File: config.mk
export PLATFORM = sky130hd
export DESIGN_NAME = lac_top
export DESIGN_NICKNAME = d
export VERILOG_FILES = /design/src/verilog/lac_pkg.sv /design/src/verilog/lac_auth_if.sv /design/src/verilog/lac_auth.sv /design/src/verilog/lac_top.sv
export VERILOG_INCLUDE_DIRS = /design/src /design/src/verilog
export SDC_FILE = /design/constraint.sdc
export NUM_CORES = 1
export LEC_CHECK = 0
export BUFFER_PORTS_ARGS = -buffer_cell sky130_fd_sc_hd__buf_2
export CAP_MARGIN = 20
export CORE_ASPECT_RATIO = 0.9
export CORE_UTILIZATION = 50
export DETAILED_ROUTE_END_ITERATION = 16
export PLACE_DENSITY = 0.79
export SLEW_MARGIN = 40
export SYNTH_ARGS = -nofsm -noshare
export SYNTH_HDL_FRONTEND = slang
export SYNTH_HIERARCHICAL = 1
export SYNTH_SLANG_ARGS = --single-unit
File: constraint.sdc
create_clock -name clk_sys -period 3.5 [get_ports clk_sys]
set_input_delay 0.7 -clock clk_sys [delete_from_list [all_inputs] [get_ports clk_sys]]
set_output_delay 0.7 -clock clk_sys [all_outputs]
set_load 0.01 [all_outputs]
File: src/verilog/lac_regs.svh
`ifndef LAC_REGS_SVH
`define LAC_REGS_SVH
// Register offsets on the loader port
`define LAC_OFF_CMD 4'h0
`define LAC_OFF_KEY 4'h1
`define LAC_OFF_RESP 4'h2
`define LAC_OFF_STAT 4'h3
`define LAC_OFF_CHAL 4'h4
// Command field positions
`define LAC_CMD_OP_LSB 0
`define LAC_CMD_ARG_LSB 4
// Command codes
`define LAC_OP_ADVANCE 4'h1
`define LAC_OP_ERASE 4'h2
`define LAC_OP_ERASE_DIS 4'h3
`define LAC_OP_INJECT 4'h4
`define LAC_OP_REGRESS 4'h5
`define LAC_OP_ABORT 4'h6
// Key slots
`define LAC_KSEL_SEC 2'h0
`define LAC_KSEL_NS 2'h1
`define LAC_KSEL_RET 2'h2
// Result codes in status
`define LAC_RES_OK 2'h0
`define LAC_RES_BUSY 2'h1
`define LAC_RES_REJECT 2'h2
`define LAC_RES_AUTHFAIL 2'h3
// Reset values
`define LAC_CHAL_SEED 32'h5a3c96e1
`define LAC_RDATA_RST 32'h0000_0000
`endif

File: src/verilog/lac_pkg.sv
package lac_pkg;
  // Lifecycle states, in development-to-production order
  typedef enum logic [2:0] {
    chip_manufacture_state,
    secure_development_state,
    nonsecure_development_state,
    deployed_state,
    debug_locked_state,
    boot_locked_state,
    return_request_state,
    return_acknowledged_state
  } lac_lc_e;
  typedef enum logic [1:0] {
    no_debug_level,
    nonsecure_debug_level,
    full_debug_level
  } lac_dbg_e;
  typedef enum logic [1:0] {
    flash_none,
    flash_nonsecure,
    flash_all
  } lac_flash_e;
  typedef enum logic [1:0] {
    ctl_idle,
    ctl_auth,
    ctl_erase
  } lac_ctl_e;
  typedef logic [31:0] lac_word_t;
  // Controller state
  typedef struct packed {
    logic loaded;
    lac_lc_e lc;
    lac_lc_e target;
    lac_ctl_e fsm;
    logic [2:0][31:0] keys;
    logic [2:0] key_valid;
    logic erase_dis;
    logic [31:0] key_buf;
    logic [1:0] result;
    logic nv_wr;
    logic erase_req;
    logic [31:0] rdata;
    logic boot_s1;
    logic boot_s2;
    logic dbg_s1;
    logic dbg_s2;
  } lac_top_s;
  // Authentication engine state
  typedef struct packed {
    logic [31:0] lfsr;
    logic [31:0] chal;
    logic [31:0] key;
    logic busy;
    logic pass;
    logic fail;
  } lac_auth_s;
endpackage

File: src/verilog/lac_auth_if.sv
`timescale 1ns/10ps
`default_nettype none
interface lac_auth_if;
  logic start;
  logic [31:0] key;
  logic resp_valid;
  logic [31:0] resp;
  logic abort;
  logic [31:0] challenge;
  logic busy;
  logic pass;
  logic fail;
  modport ctl (output start, key, resp_valid, resp, abort,
    input challenge, busy, pass, fail);
  modport eng (input start, key, resp_valid, resp, abort,
    output challenge, busy, pass, fail);
endinterface
`default_nettype wire

File: src/verilog/lac_auth.sv
`timescale 1ns/10ps
`default_nettype none
`include "lac_regs.svh"
module lac_auth (
  input wire logic clk_sys,
  input wire logic rst_n,
  lac_auth_if.eng au
);
  import lac_pkg::*;

  lac_auth_s a_reg;
  lac_auth_s a_next;

  // Expected answer for a challenge under a key
  function automatic logic [31:0] lac_expect(input logic [31:0] c, input logic [31:0] k);
    lac_expect = {c[15:0], c[31:16]} ^ k ^ {k[7:0], k[31:8]};
  endfunction

  // Free-running generator, fresh challenge per exchange
  always_comb
  begin
    a_next = a_reg;
    a_next.pass = 1'b0;
    a_next.fail = 1'b0;
    a_next.lfsr = {a_reg.lfsr[30:0],
      a_reg.lfsr[31] ^ a_reg.lfsr[21] ^ a_reg.lfsr[1] ^ a_reg.lfsr[0]};
    if (au.start)
    begin
      a_next.chal = a_reg.lfsr;
      a_next.key = au.key;
      a_next.busy = 1'b1;
    end
    else if (a_reg.busy && au.abort)
    begin
      a_next.busy = 1'b0;
      a_next.fail = 1'b1;
    end
    else if (a_reg.busy && au.resp_valid)
    begin
      a_next.busy = 1'b0;
      a_next.pass = (au.resp == lac_expect(a_reg.chal, a_reg.key));
      a_next.fail = (au.resp != lac_expect(a_reg.chal, a_reg.key));
      a_next.chal = a_reg.lfsr; // Spent challenge never reused
    end
  end

  always_ff @(posedge clk_sys)
  begin
    if (!rst_n)
    begin
      a_reg <= '0;
      a_reg.lfsr <= `LAC_CHAL_SEED;
    end
    else
    begin
      a_reg <= a_next;
    end
  end

  assign au.challenge = a_reg.chal;
  assign au.busy = a_reg.busy;
  assign au.pass = a_reg.pass;
  assign au.fail = a_reg.fail;
endmodule
`default_nettype wire

File: src/verilog/lac_top.sv
// What this block does
// - Full debug level: debugger admitted with secure and non-secure access.
// - Non-secure debug level: debugger admitted, non-secure access only.
// - No-debug level: every debugger connection refused.
// - Loader commands only honoured in boot mode.
// - Chip manufacture: full debug, loader on, no flash access.
// - Secure development: full debug, loader reaches all flash.
// - Non-secure development: non-secure debug, loader reaches non-secure flash.
// - Deployed: no debug, loader on, no flash access.
// - Debug locked: debug off until a full erase, loader on, no flash access.
// - Boot locked: debug and loader both dead.
// - Return request: no debug, loader on, no flash access.
// - Return acknowledged: full debug, loader on, no flash access.
// - Unauthenticated moves only go forward toward less access.
// - Full erase wipes flash then sets secure development state.
// - Full erase refused while any permanent block protection exists.
// - Full erase disable is one way.
// - Authenticated regression keeps flash untouched.
// - Regression needs the answer to a fresh challenge under a key.
// - Secure key: inject in secure dev, regresses non-secure dev to secure dev.
// - Non-secure key: inject in non-secure dev, regresses deployed to it.
// - Deployed to secure dev takes two authenticated steps.
// - Return key: inject in secure dev, moves secure dev or deployed to return.
//
// The register addresses and the strobed register port were chosen for this implementation.
`timescale 1ns/10ps
`default_nettype none
`include "lac_regs.svh"
module lac_top (
  input wire logic clk_sys,
  input wire logic rst_n,
  input wire logic [3:0] reg_addr,
  input wire logic [31:0] reg_wdata,
  input wire logic reg_wr,
  input wire logic reg_rd,
  output logic [31:0] reg_rdata,
  input wire logic boot_mode_pin,
  input wire logic dbg_connect_pin,
  output logic dbg_connect_ack,
  output logic dbg_secure_en,
  output logic dbg_nonsecure_en,
  output logic loader_en,
  output lac_pkg::lac_flash_e flash_access,
  input wire logic flash_perm_prot,
  output logic flash_erase_req,
  input wire logic flash_erase_done,
  input wire lac_pkg::lac_lc_e nv_lc,
  input wire logic [2:0] nv_key_valid,
  input wire logic [2:0][31:0] nv_keys,
  input wire logic nv_erase_dis,
  output logic nv_wr,
  output lac_pkg::lac_lc_e nv_lc_next,
  output logic [2:0] nv_key_valid_next,
  output logic [2:0][31:0] nv_keys_next,
  output logic nv_erase_dis_next
);
  import lac_pkg::*;

  lac_top_s s_reg;
  lac_top_s s_next;
  lac_auth_if au ();
  lac_dbg_e dbg_level;
  lac_flash_e flash_level;
  logic serial_ok;
  logic cmd_wr;
  logic [3:0] op;
  logic [2:0] arg;
  logic fwd_ok;
  logic rg_ok;
  lac_lc_e rg_target;
  logic [1:0] rg_key;

  // Debug level from lifecycle state
  always_comb
  begin
    dbg_level = no_debug_level;
    if (s_reg.loaded)
    begin
      case (s_reg.lc)
        chip_manufacture_state: dbg_level = full_debug_level;
        secure_development_state: dbg_level = full_debug_level;
        nonsecure_development_state: dbg_level = nonsecure_debug_level;
        return_acknowledged_state: dbg_level = full_debug_level;
        default: dbg_level = no_debug_level;
      endcase
    end
  end

  // Loader flash rights from lifecycle state
  always_comb
  begin
    flash_level = flash_none;
    if (s_reg.loaded)
    begin
      case (s_reg.lc)
        secure_development_state: flash_level = flash_all;
        nonsecure_development_state: flash_level = flash_nonsecure;
        default: flash_level = flash_none;
      endcase
    end
  end

  // Loader alive only in boot mode and not boot locked
  assign serial_ok = s_reg.loaded && s_reg.boot_s2
    && (s_reg.lc != boot_locked_state);
  assign cmd_wr = reg_wr && (reg_addr == `LAC_OFF_CMD) && serial_ok;
  assign op = reg_wdata[`LAC_CMD_OP_LSB +: 4];
  assign arg = reg_wdata[`LAC_CMD_ARG_LSB +: 3];

  // Forward moves: strictly later in the production chain
  always_comb
  begin
    fwd_ok = (lac_lc_e'(arg) > s_reg.lc)
      && (lac_lc_e'(arg) != chip_manufacture_state)
      && (lac_lc_e'(arg) <= boot_locked_state)
      && (s_reg.lc <= debug_locked_state);
  end

  // Regression targets and their keys
  always_comb
  begin
    rg_ok = 1'b0;
    rg_target = s_reg.lc;
    rg_key = `LAC_KSEL_SEC;
    if ((lac_lc_e'(arg) == secure_development_state)
      && (s_reg.lc == nonsecure_development_state))
    begin
      rg_ok = s_reg.key_valid[`LAC_KSEL_SEC];
      rg_target = secure_development_state;
      rg_key = `LAC_KSEL_SEC;
    end
    else if ((lac_lc_e'(arg) == nonsecure_development_state)
      && (s_reg.lc == deployed_state))
    begin
      rg_ok = s_reg.key_valid[`LAC_KSEL_NS];
      rg_target = nonsecure_development_state;
      rg_key = `LAC_KSEL_NS;
    end
    else if ((lac_lc_e'(arg) == return_request_state)
      && ((s_reg.lc == secure_development_state) || (s_reg.lc == deployed_state)))
    begin
      rg_ok = s_reg.key_valid[`LAC_KSEL_RET];
      rg_target = return_request_state;
      rg_key = `LAC_KSEL_RET;
    end
    // Deployed straight to secure dev falls through as refused
  end

  // Requests to the authentication engine
  assign au.start = cmd_wr && (op == `LAC_OP_REGRESS) && rg_ok && (s_reg.fsm == ctl_idle);
  assign au.key = s_reg.keys[rg_key];
  assign au.resp_valid = reg_wr && (reg_addr == `LAC_OFF_RESP) && serial_ok
    && (s_reg.fsm == ctl_auth);
  assign au.resp = reg_wdata;
  assign au.abort = (cmd_wr && (op == `LAC_OP_ABORT) && (s_reg.fsm == ctl_auth))
    || (s_reg.fsm == ctl_auth && !serial_ok);

  // Next-state logic of the controller
  always_comb
  begin
    s_next = s_reg;
    s_next.nv_wr = 1'b0;
    s_next.erase_req = 1'b0;
    s_next.rdata = `LAC_RDATA_RST;
    s_next.boot_s1 = boot_mode_pin;
    s_next.boot_s2 = s_reg.boot_s1;
    s_next.dbg_s1 = dbg_connect_pin;
    s_next.dbg_s2 = s_reg.dbg_s1;
    if (reg_wr && (reg_addr == `LAC_OFF_KEY) && serial_ok)
    begin
      s_next.key_buf = reg_wdata;
    end
    if (!s_reg.loaded)
    begin
      // Restore persistent state after every reset
      s_next.loaded = 1'b1;
      s_next.lc = nv_lc;
      s_next.keys = nv_keys;
      s_next.key_valid = nv_key_valid;
      s_next.erase_dis = nv_erase_dis;
    end
    else
    begin
      case (s_reg.fsm)
        ctl_idle:
        begin
          if (cmd_wr)
          begin
            s_next.result = `LAC_RES_REJECT;
            if (op == `LAC_OP_ADVANCE)
            begin
              if (fwd_ok)
              begin
                s_next.lc = lac_lc_e'(arg);
                s_next.nv_wr = 1'b1;
                s_next.result = `LAC_RES_OK;
              end
            end
            else if (op == `LAC_OP_ERASE)
            begin
              if (!flash_perm_prot && !s_reg.erase_dis)
              begin
                s_next.fsm = ctl_erase;
                s_next.erase_req = 1'b1;
                s_next.result = `LAC_RES_BUSY;
              end
            end
            else if (op == `LAC_OP_ERASE_DIS)
            begin
              s_next.erase_dis = 1'b1;
              s_next.nv_wr = 1'b1;
              s_next.result = `LAC_RES_OK;
            end
            else if (op == `LAC_OP_INJECT)
            begin
              // Slot codes above the return key name no key
              if (arg[2])
              begin
                s_next.result = `LAC_RES_REJECT;
              end
              else if (((arg[1:0] == `LAC_KSEL_SEC) || (arg[1:0] == `LAC_KSEL_RET))
                && (s_reg.lc == secure_development_state))
              begin
                s_next.keys[arg[1:0]] = s_reg.key_buf;
                s_next.key_valid[arg[1:0]] = 1'b1;
                s_next.nv_wr = 1'b1;
                s_next.result = `LAC_RES_OK;
              end
              else if ((arg[1:0] == `LAC_KSEL_NS)
                && (s_reg.lc == nonsecure_development_state))
              begin
                s_next.keys[`LAC_KSEL_NS] = s_reg.key_buf;
                s_next.key_valid[`LAC_KSEL_NS] = 1'b1;
                s_next.nv_wr = 1'b1;
                s_next.result = `LAC_RES_OK;
              end
            end
            else if (op == `LAC_OP_REGRESS)
            begin
              if (rg_ok)
              begin
                s_next.target = rg_target;
                s_next.fsm = ctl_auth;
                s_next.result = `LAC_RES_BUSY;
              end
            end
          end
        end
        ctl_auth:
        begin
          if (au.pass)
          begin
            s_next.lc = s_reg.target;
            s_next.nv_wr = 1'b1;
            s_next.result = `LAC_RES_OK;
            s_next.fsm = ctl_idle;
          end
          else if (au.fail)
          begin
            s_next.result = `LAC_RES_AUTHFAIL;
            s_next.fsm = ctl_idle;
          end
          // Stray commands only report busy
          else if (cmd_wr && (op != `LAC_OP_ABORT))
          begin
            s_next.result = `LAC_RES_BUSY;
          end
        end
        ctl_erase:
        begin
          // No time limit, waits on the flash
          if (flash_erase_done)
          begin
            s_next.lc = secure_development_state;
            s_next.nv_wr = 1'b1;
            s_next.result = `LAC_RES_OK;
            s_next.fsm = ctl_idle;
          end
        end
        default:
        begin
          s_next.fsm = ctl_idle;
        end
      endcase
    end
    // Read data for the cycle after the strobe
    if (reg_rd)
    begin
      if (reg_addr == `LAC_OFF_STAT)
      begin
        s_next.rdata = {18'h0, s_reg.boot_s2, dbg_level, s_reg.key_valid,
          s_reg.erase_dis, (s_reg.fsm != ctl_idle), s_reg.result,
          s_reg.loaded, s_reg.lc};
      end
      else if ((reg_addr == `LAC_OFF_CHAL) && serial_ok)
      begin
        s_next.rdata = au.challenge;
      end
      else
      begin
        s_next.rdata = `LAC_RDATA_RST;
      end
    end
  end

  // State register
  always_ff @(posedge clk_sys)
  begin
    if (!rst_n)
    begin
      s_reg <= '0;
    end
    else
    begin
      s_reg <= s_next;
    end
  end

  // Challenge-response engine
  lac_auth u_auth (
    .clk_sys(clk_sys),
    .rst_n(rst_n),
    .au(au)
  );

  // Debug port gating
  assign dbg_connect_ack = s_reg.dbg_s2 && (dbg_level != no_debug_level);
  assign dbg_secure_en = dbg_connect_ack && (dbg_level == full_debug_level);
  assign dbg_nonsecure_en = dbg_connect_ack;

  // Loader gating and persistent-store image
  assign loader_en = serial_ok;
  assign flash_access = serial_ok ? flash_level : flash_none;
  assign flash_erase_req = s_reg.erase_req;
  assign reg_rdata = s_reg.rdata;
  assign nv_wr = s_reg.nv_wr;
  assign nv_lc_next = s_reg.lc;
  assign nv_key_valid_next = s_reg.key_valid;
  assign nv_keys_next = s_reg.keys;
  assign nv_erase_dis_next = s_reg.erase_dis;
endmodule
`default_nettype wire

Word-level counts from Yosys, hierarchy flattened:

Index checks and enable logic that the tools add are counted.

* memory bits (read-only): 0
* memory bits (writable): 0
* output and inout port bits: 143
* input port bits: 147
* latch bits: 0
* word-level logic and storage cells: 257
* flip-flop bits (word level): 280
* memories: 0

* add/sub/neg operators: 0
* bitwise gates (word level): 17
* reduce and logical (&&, ||, !) cells: 62
* shifts and indexed selects: 0
* eq/ne operators: 53
* $lt $le $gt $ge: 6
* muxes and demuxes: 93
* multipliers: 0
* div/mod/pow operators: 0

Operator list (count)
* two-way mux 32 bit: 12
* two-way mux 100 bit: 3
* two-way mux 99 bit: 2
* two-way mux 181 bit: 1
* two-way mux 108 bit: 1
* two-way mux 105 bit: 1
* two-way mux 104 bit: 1
* bitwise mux 96 bit: 1
* binary-select mux 32 bit (select 2 bit): 1
* demux 32 bit (select 2 bit): 1
* bitwise XOR 32 bit: 2
* two-way mux 3 bit: 17
* two-way mux 2 bit: 20
* two-way mux 33 bit: 1
* == test 32 bit: 1
* inequality test 32 bit: 1
* logical AND 1 bit: 31
* two-way mux 5 bit: 4
* two-way mux 1 bit: 19
* inequality test 3 bit, second input constant: 6
* case mux 3 bit (3 select lines): 2
* == test 4 x 2 -> 1 bit, second input constant: 4
* == test 4 x 3 -> 1 bit, second input constant: 4
* inequality test 2 bit, second input constant: 8
* 39 further kinds: 87

Logic depth before layout (Yosys ltp):

* depth after elaboration: 16
* gate-level depth with buffers: 11
* mapped depth without buffers: 9

Modules after synthesis:

The synthesis kept the hierarchy.

By module, submodules not included
* lac_top: cells each 1094, instances 1, area each 9382.7 um^2, sequential area each 3623.5 um^2
* lac_auth: cells each 463, instances 1, area each 4499.3 um^2, sequential area each 1981.9 um^2

Least setup slack after synthesis:

No wires, ideal clock.

* path kind: input to register
* from: input reg_addr[0]
* to: register u_auth.a_reg (netlist bit u_auth/au.challenge[10])
* setup time: 76 ps
* stages on the path: 10
* setup slack: 433 ps
* required time: 3424 ps
* arrival time: 2991 ps
* path through: or4b_4 nor3_2 inv_1 or3_1 a21boi_0 nor2b_1 a21oi_1 clkbuf_1 nand2_1 a21boi_0

* longest elaborated chain between the ends: 9
* elaborated cells between the ends (all ways): 19
* those cells by class: eq/ne (2); mux (1); reduce/logical (16)

Ends and longest elaborated chain
* start, declared: RTL line lac_top.sv:32 `input wire logic [3:0] reg_addr,`
* zero test 4 bit (no source line)
* logical AND 1 bit (2 in a row): RTL line lac_top.sv:106 `` assign cmd_wr = reg_wr && (reg_addr == `LAC_OFF_CMD) && serial_ok; ``
* logical AND 1 bit (2 in a row): RTL line lac_top.sv:155 `` assign au.abort = (cmd_wr && (op == `LAC_OP_ABORT) && (s_reg.fsm == ctl_auth)) ``
* logical OR 1 bit: RTL line lac_top.sv:155
* named net au.abort: RTL line lac_auth_if.sv:8 `logic abort;`
* logical AND 1 bit: RTL line lac_auth.sv:33 `else if (a_reg.busy && au.abort)`
* inequality test 2 bit (no source line)
* AND reduction 2 bit (no source line)
* end signal, assigned: RTL line lac_auth.sv:56 `a_reg <= a_next;`
* end, declared: RTL line lac_auth.sv:11 `lac_auth_s a_reg;`

The timed path passes the listed nets, and every way through them passes these cells.
A chain may end at the register's enable or synchronous reset.

Worst setup path after layout:

* from: register s_reg (netlist bit nv_lc_next[1])
* to: register u_auth.a_reg (netlist bit u_auth/au.challenge[6])

* elaborated cells between the ends (all ways): 29
* those cells by class: eq/ne (5); mux (4); reduce/logical (20)

RTL lines
* start, declared: RTL line lac_top.sv:59 `lac_top_s s_reg;`
* start signal, assigned: RTL line lac_top.sv:315 `s_reg <= s_next;`
* inequality test 3 bit (*): RTL line lac_top.sv:105 `&& (s_reg.lc != boot_locked_state);`
* logical AND 1 bit (*): RTL line lac_top.sv:105
* logical AND 1 bit: RTL line lac_top.sv:106
* logical AND 1 bit (2 in a row): RTL line lac_top.sv:155
* logical OR 1 bit (*): RTL line lac_top.sv:155
* named net au.abort: RTL line lac_auth_if.sv:8
* logical AND 1 bit (*): RTL line lac_auth.sv:33
* inequality test 2 bit (no source line) (*)
* AND reduction 2 bit (no source line) (*)

Mark *: on every way through the listed nets, which the timed path passes. The rest lies on a longest branch.

==> metrics list <==
* Highest achievable clock rate: 333 MHz
* Net count of the mapped netlist: between 1500 and 2000
* Power density over the cells: 486 nW/um^2
- Max reg flops: 96
- HP Start: flash_perm_prot
* Crit start category: flop
- Sequential cell area fraction in the yosys report: 40.4%
- Using the TritonRoute via totals, the vias-per-cell ratio works out to 5.66.
- Initial antenna violation count: 3
- For this run, the share of the core covered by cells in the final layout is 57.0%.
- Final Skew: between 20 and 25 ps
* Number of buffers inserted by post-CTS setup repair: 0
- Via count of the first global-routing pass: between 10000 and 15000
- The worst setup path is of the reg -> reg kind.
- First-pass detailed-route iteration total: 7
- Yosys top cell by area: sky130_fd_sc_hd__dfxtp_1
- Clock-pin slew was measured on the worst setup and hold paths at 60 ps.
- The min-delay analysis places its worst path in the category in -> reg.
- Slew Limit Fails: 0
- After synthesis, the share of flip-flops with an asynchronous set or reset is 0%.
* Die boundary height: 160 um
* Final weighted congestion in routability-driven placement: 0.952
- Number of enable flip-flop cells after synthesis: 0
* Clock Sinks: 280
- Setup violations remaining at the end of the flow were counted as 0.
- Clock Path Buffers: 3
- Average size of a mapped cell: 8.92 um^2
- Reported leakage power: 0.00653 uW
* Netlist Area Pre-Place: 13900 um^2
* Origin of the critical flop-to-flop path: nv_lc_next[1]
- Total Negative Setup Slacks: 0 ps
- Global routing consumed, over all layers together, between 20 and 30% of the routing resources.
- TritonCTS clock tree: built
- Initial cell density of the core: ~50%
- Row count: 57
- Horizontal extent of the die: 178 um
- For hold timing, the worst endpoint is flash_erase_req.
* Data required time at the worst endpoint: about 4000 ps
* I/O pin count: 290
* Area Growth Syn to Fin: 11.5%
- Post-route DRC: 0
- Minimum clock period after layout: 3000 ps
- The number of clock buffers added by TritonCTS is 30.
- Entering global routing, the biggest net connects 250 pins.
- Max-cap violations in this run came to 0.
- Cts-stage hold buffer count: 0
- Most common cell type on the critical path: sky130_fd_sc_hd__a21boi_0
* Post-DRT Antenna Nets: 0
* Hold Crit Depth: 2
* Synth unique cells: 54
- The total count of hold-check failures in the final report was 0.
* Run status: finished, final reports clean
* Most area-consuming cells after synthesis: sky130_fd_sc_hd__dfxtp_1, sky130_fd_sc_hd__buf_4, sky130_fd_sc_hd__mux2i_1, sky130_fd_sc_hd__nor2b_1, sky130_fd_sc_hd__nand2_1
* Final HPWL from detailed placement: approximately 29000 um
- The post-route netlist has 22.8% of its cells at a drive strength greater than 1.
* VDD IR-drop max: 348 uV
* Flip-flop and latch count after synthesis: 280
- At the pin with the least slew margin, the transition time is between 800 and 900 ps.
* Post-synth top flop: sky130_fd_sc_hd__dfxtp_1
* Endpoint of the worst-slack reg-to-reg timing path: u_auth/au.challenge[6]
- H-tree depth: 1
- Clock insertion delay at the later pin of the skew report: 560 ps
- Top-area cell type share of the netlist area: 40.4%
* Number of buffers added on ports: ~290
* Arrival @ worst endpoint: 3480 ps
- In this run the worst path has a maximum fanout of 32.
* First-iteration detailed-routing DRC count: around 1100
* First-pass GRT wire length: approximately 60000 um
- Among cell families on the critical path, the largest total delay comes from simple AND/OR/NAND/NOR gates.
- After detailed routing, the total wire length is 40900 um.
- The region available for standard cell placement spans 27200 um^2.
* Synth warnings: 6
- Delay contributed by the slowest stage of the critical path: 690 ps
- After detailed routing, the average wire length per cell comes to between 20 and 25 um.
- Number of cell instances on the worst register-to-register path: 10
- Max_slew headroom: 45.9%
- Synthesis handed over a netlist of 1557 instances.
* Cell with the largest stage delay on the worst path: sky130_fd_sc_hd__dfxtp_1
- Die outline area: 28400 um^2
- Traced cell by cell, the critical path runs through and3b_1 > nor3_2 > inv_1 > or3_1 > a21boi_0 > nor2b_1 > a21oi_2 > buf_12 > nand2_1 > a21boi_0.
- Once the clock tree was built, the resizer swapped 0 gates to a different size.
- Worst Path Buf+Inv: 2
- Minimum setup slack among reg-to-reg paths: about 500 ps
* Total via count after detailed routing: 11391
- Tcrit/Tclk final: 85.8%
- Overall overflow remaining after global route: 0
* Setup repair after global routing missed its margin: false
- Worst Setup End Kind: flop
* CTS root buf: sky130_fd_sc_hd__clkbuf_16
- The net count of the finished layout is 1788.
==> power breakdown <==
| part | switching [uW] | internal (uW) | total, uW |
|---|---|---|---|
| Clock | 1330 | 2170 | 3500 |
| Sequential | 90.5 | 3290 | 3380 |
| Combinational | 351 | 298 | 649 |
| Total | 1770 | 5750 | 7530 |
==> synthesized netlist by cell type, drive strengths merged, types with 6 or more instances <==
cell    instances
buf           195
nor3b           6
dfxtp         280
inv            12
a222oi         33
nand2         189
nand3          10
a21boi         66
and2           39
nor2b         123
nor2           27
xnor2          65
nor3           24
a22o           61
nor4           13
a21oi          83
nand2b         21
xor2           34
clkbuf         75
ha              8
o21ai          67
mux2i          77
==> layout by cell type, fill, tap and decap left out, drive strengths merged, types with 4 or more instances in the layout <==
cell type,synthesis,final
a21boi,66,66
a21oi,83,83
a222oi,33,33
a22o,61,61
and2,39,39
and3,5,5
buf,195,314
bufinv,0,7
clkbuf,75,37
clkinv,0,9
dfxtp,280,280
ha,8,8
inv,12,12
mux2i,77,77
nand2,189,189
nand2b,21,21
nand3,10,10
nor2,27,27
nor2b,123,123
nor3,24,24
nor3b,6,6
nor4,13,13
o21a,4,4
o21ai,67,67
xnor2,65,65
xor2,34,34
==> cells by family after synthesis <==
logic type / after synthesis / share of synthesized area, %
xor gates and xnor gates: 99 / 6.25
DFF: 280 / 40.4
AOI/OAI and AO/OA: 330 / 16.4
adders and majority gates: 8 / 0.721
buffers and inverters: 282 / 12.6
muxes: 77 / 5.55
and+or+nand+nor: 481 / 18.0
==> stage by stage <==
stage	instances	setup WS, ps	hold WS, ps	total power [uW]	instance area (um^2)
global placement	1954	414	414	4070	14300
global route	2012	321	340	7760	15500
CTS	2008	579	326	7550	15400
detailed placement	1954	295	420	4080	14300
finish	2012	496	342	7530	15500
floorplan	1557	433	411	3880	13900
==> worst max-delay path by stage <==
stage / start / to / slack [ps] / cells after the start
after floorplan: reg_addr[0] / u_auth/au.challenge[10] / 430 / 10
after global placement: reg_addr[0] / u_auth/au.challenge[7] / 410 / 11
after detailed placement: reg_addr[0] / u_auth/au.challenge[25] / 290 / 11
after CTS: nv_lc_next[1] / u_auth/au.challenge[6] / 580 / 10
after global routing: nv_lc_next[1] / u_auth/au.challenge[6] / 320 / 10
final: nv_lc_next[1] / u_auth/au.challenge[6] / 500 / 10
==> per-layer routing <==
| layer | wire [um] | GRT usage, % | part of all wire (%) |
|---|---|---|---|
| met1 | 17700 | 37.8 | 43 |
| met2 | 18600 | 44.4 | 45 |
| met4 | 1240 | 9.63 | 3.0 |
| met3 | 3370 | 4.26 | 8.2 |
| met5 | 0 | 0 | 0 |
==> worst reg2reg max path, delay by kind of cell (launching register included) <==
| family | cells | cell delay, ps |
|---|---|---|
| AND/OR/NAND/NOR | 5 | 1180 |
| AO/OA/AOI/OAI | 3 | 780 |
| flip-flops | 1 | 690 |
| buffers and inverters | 2 | 290 |
==> cell type report <==
class,instances,area [um^2]
Clock inverter,17,278
Antenna cell,3,7.51
Timing Repair Buffer,314,1740
Inverter,12,45.0
Sequential cell,280,5610
Clock buffer,37,817
Multi-Input combinational cell,995,6540
Tap cell,354,443
Fill cell,2393,11700
(Power assumes the default switching activity.)
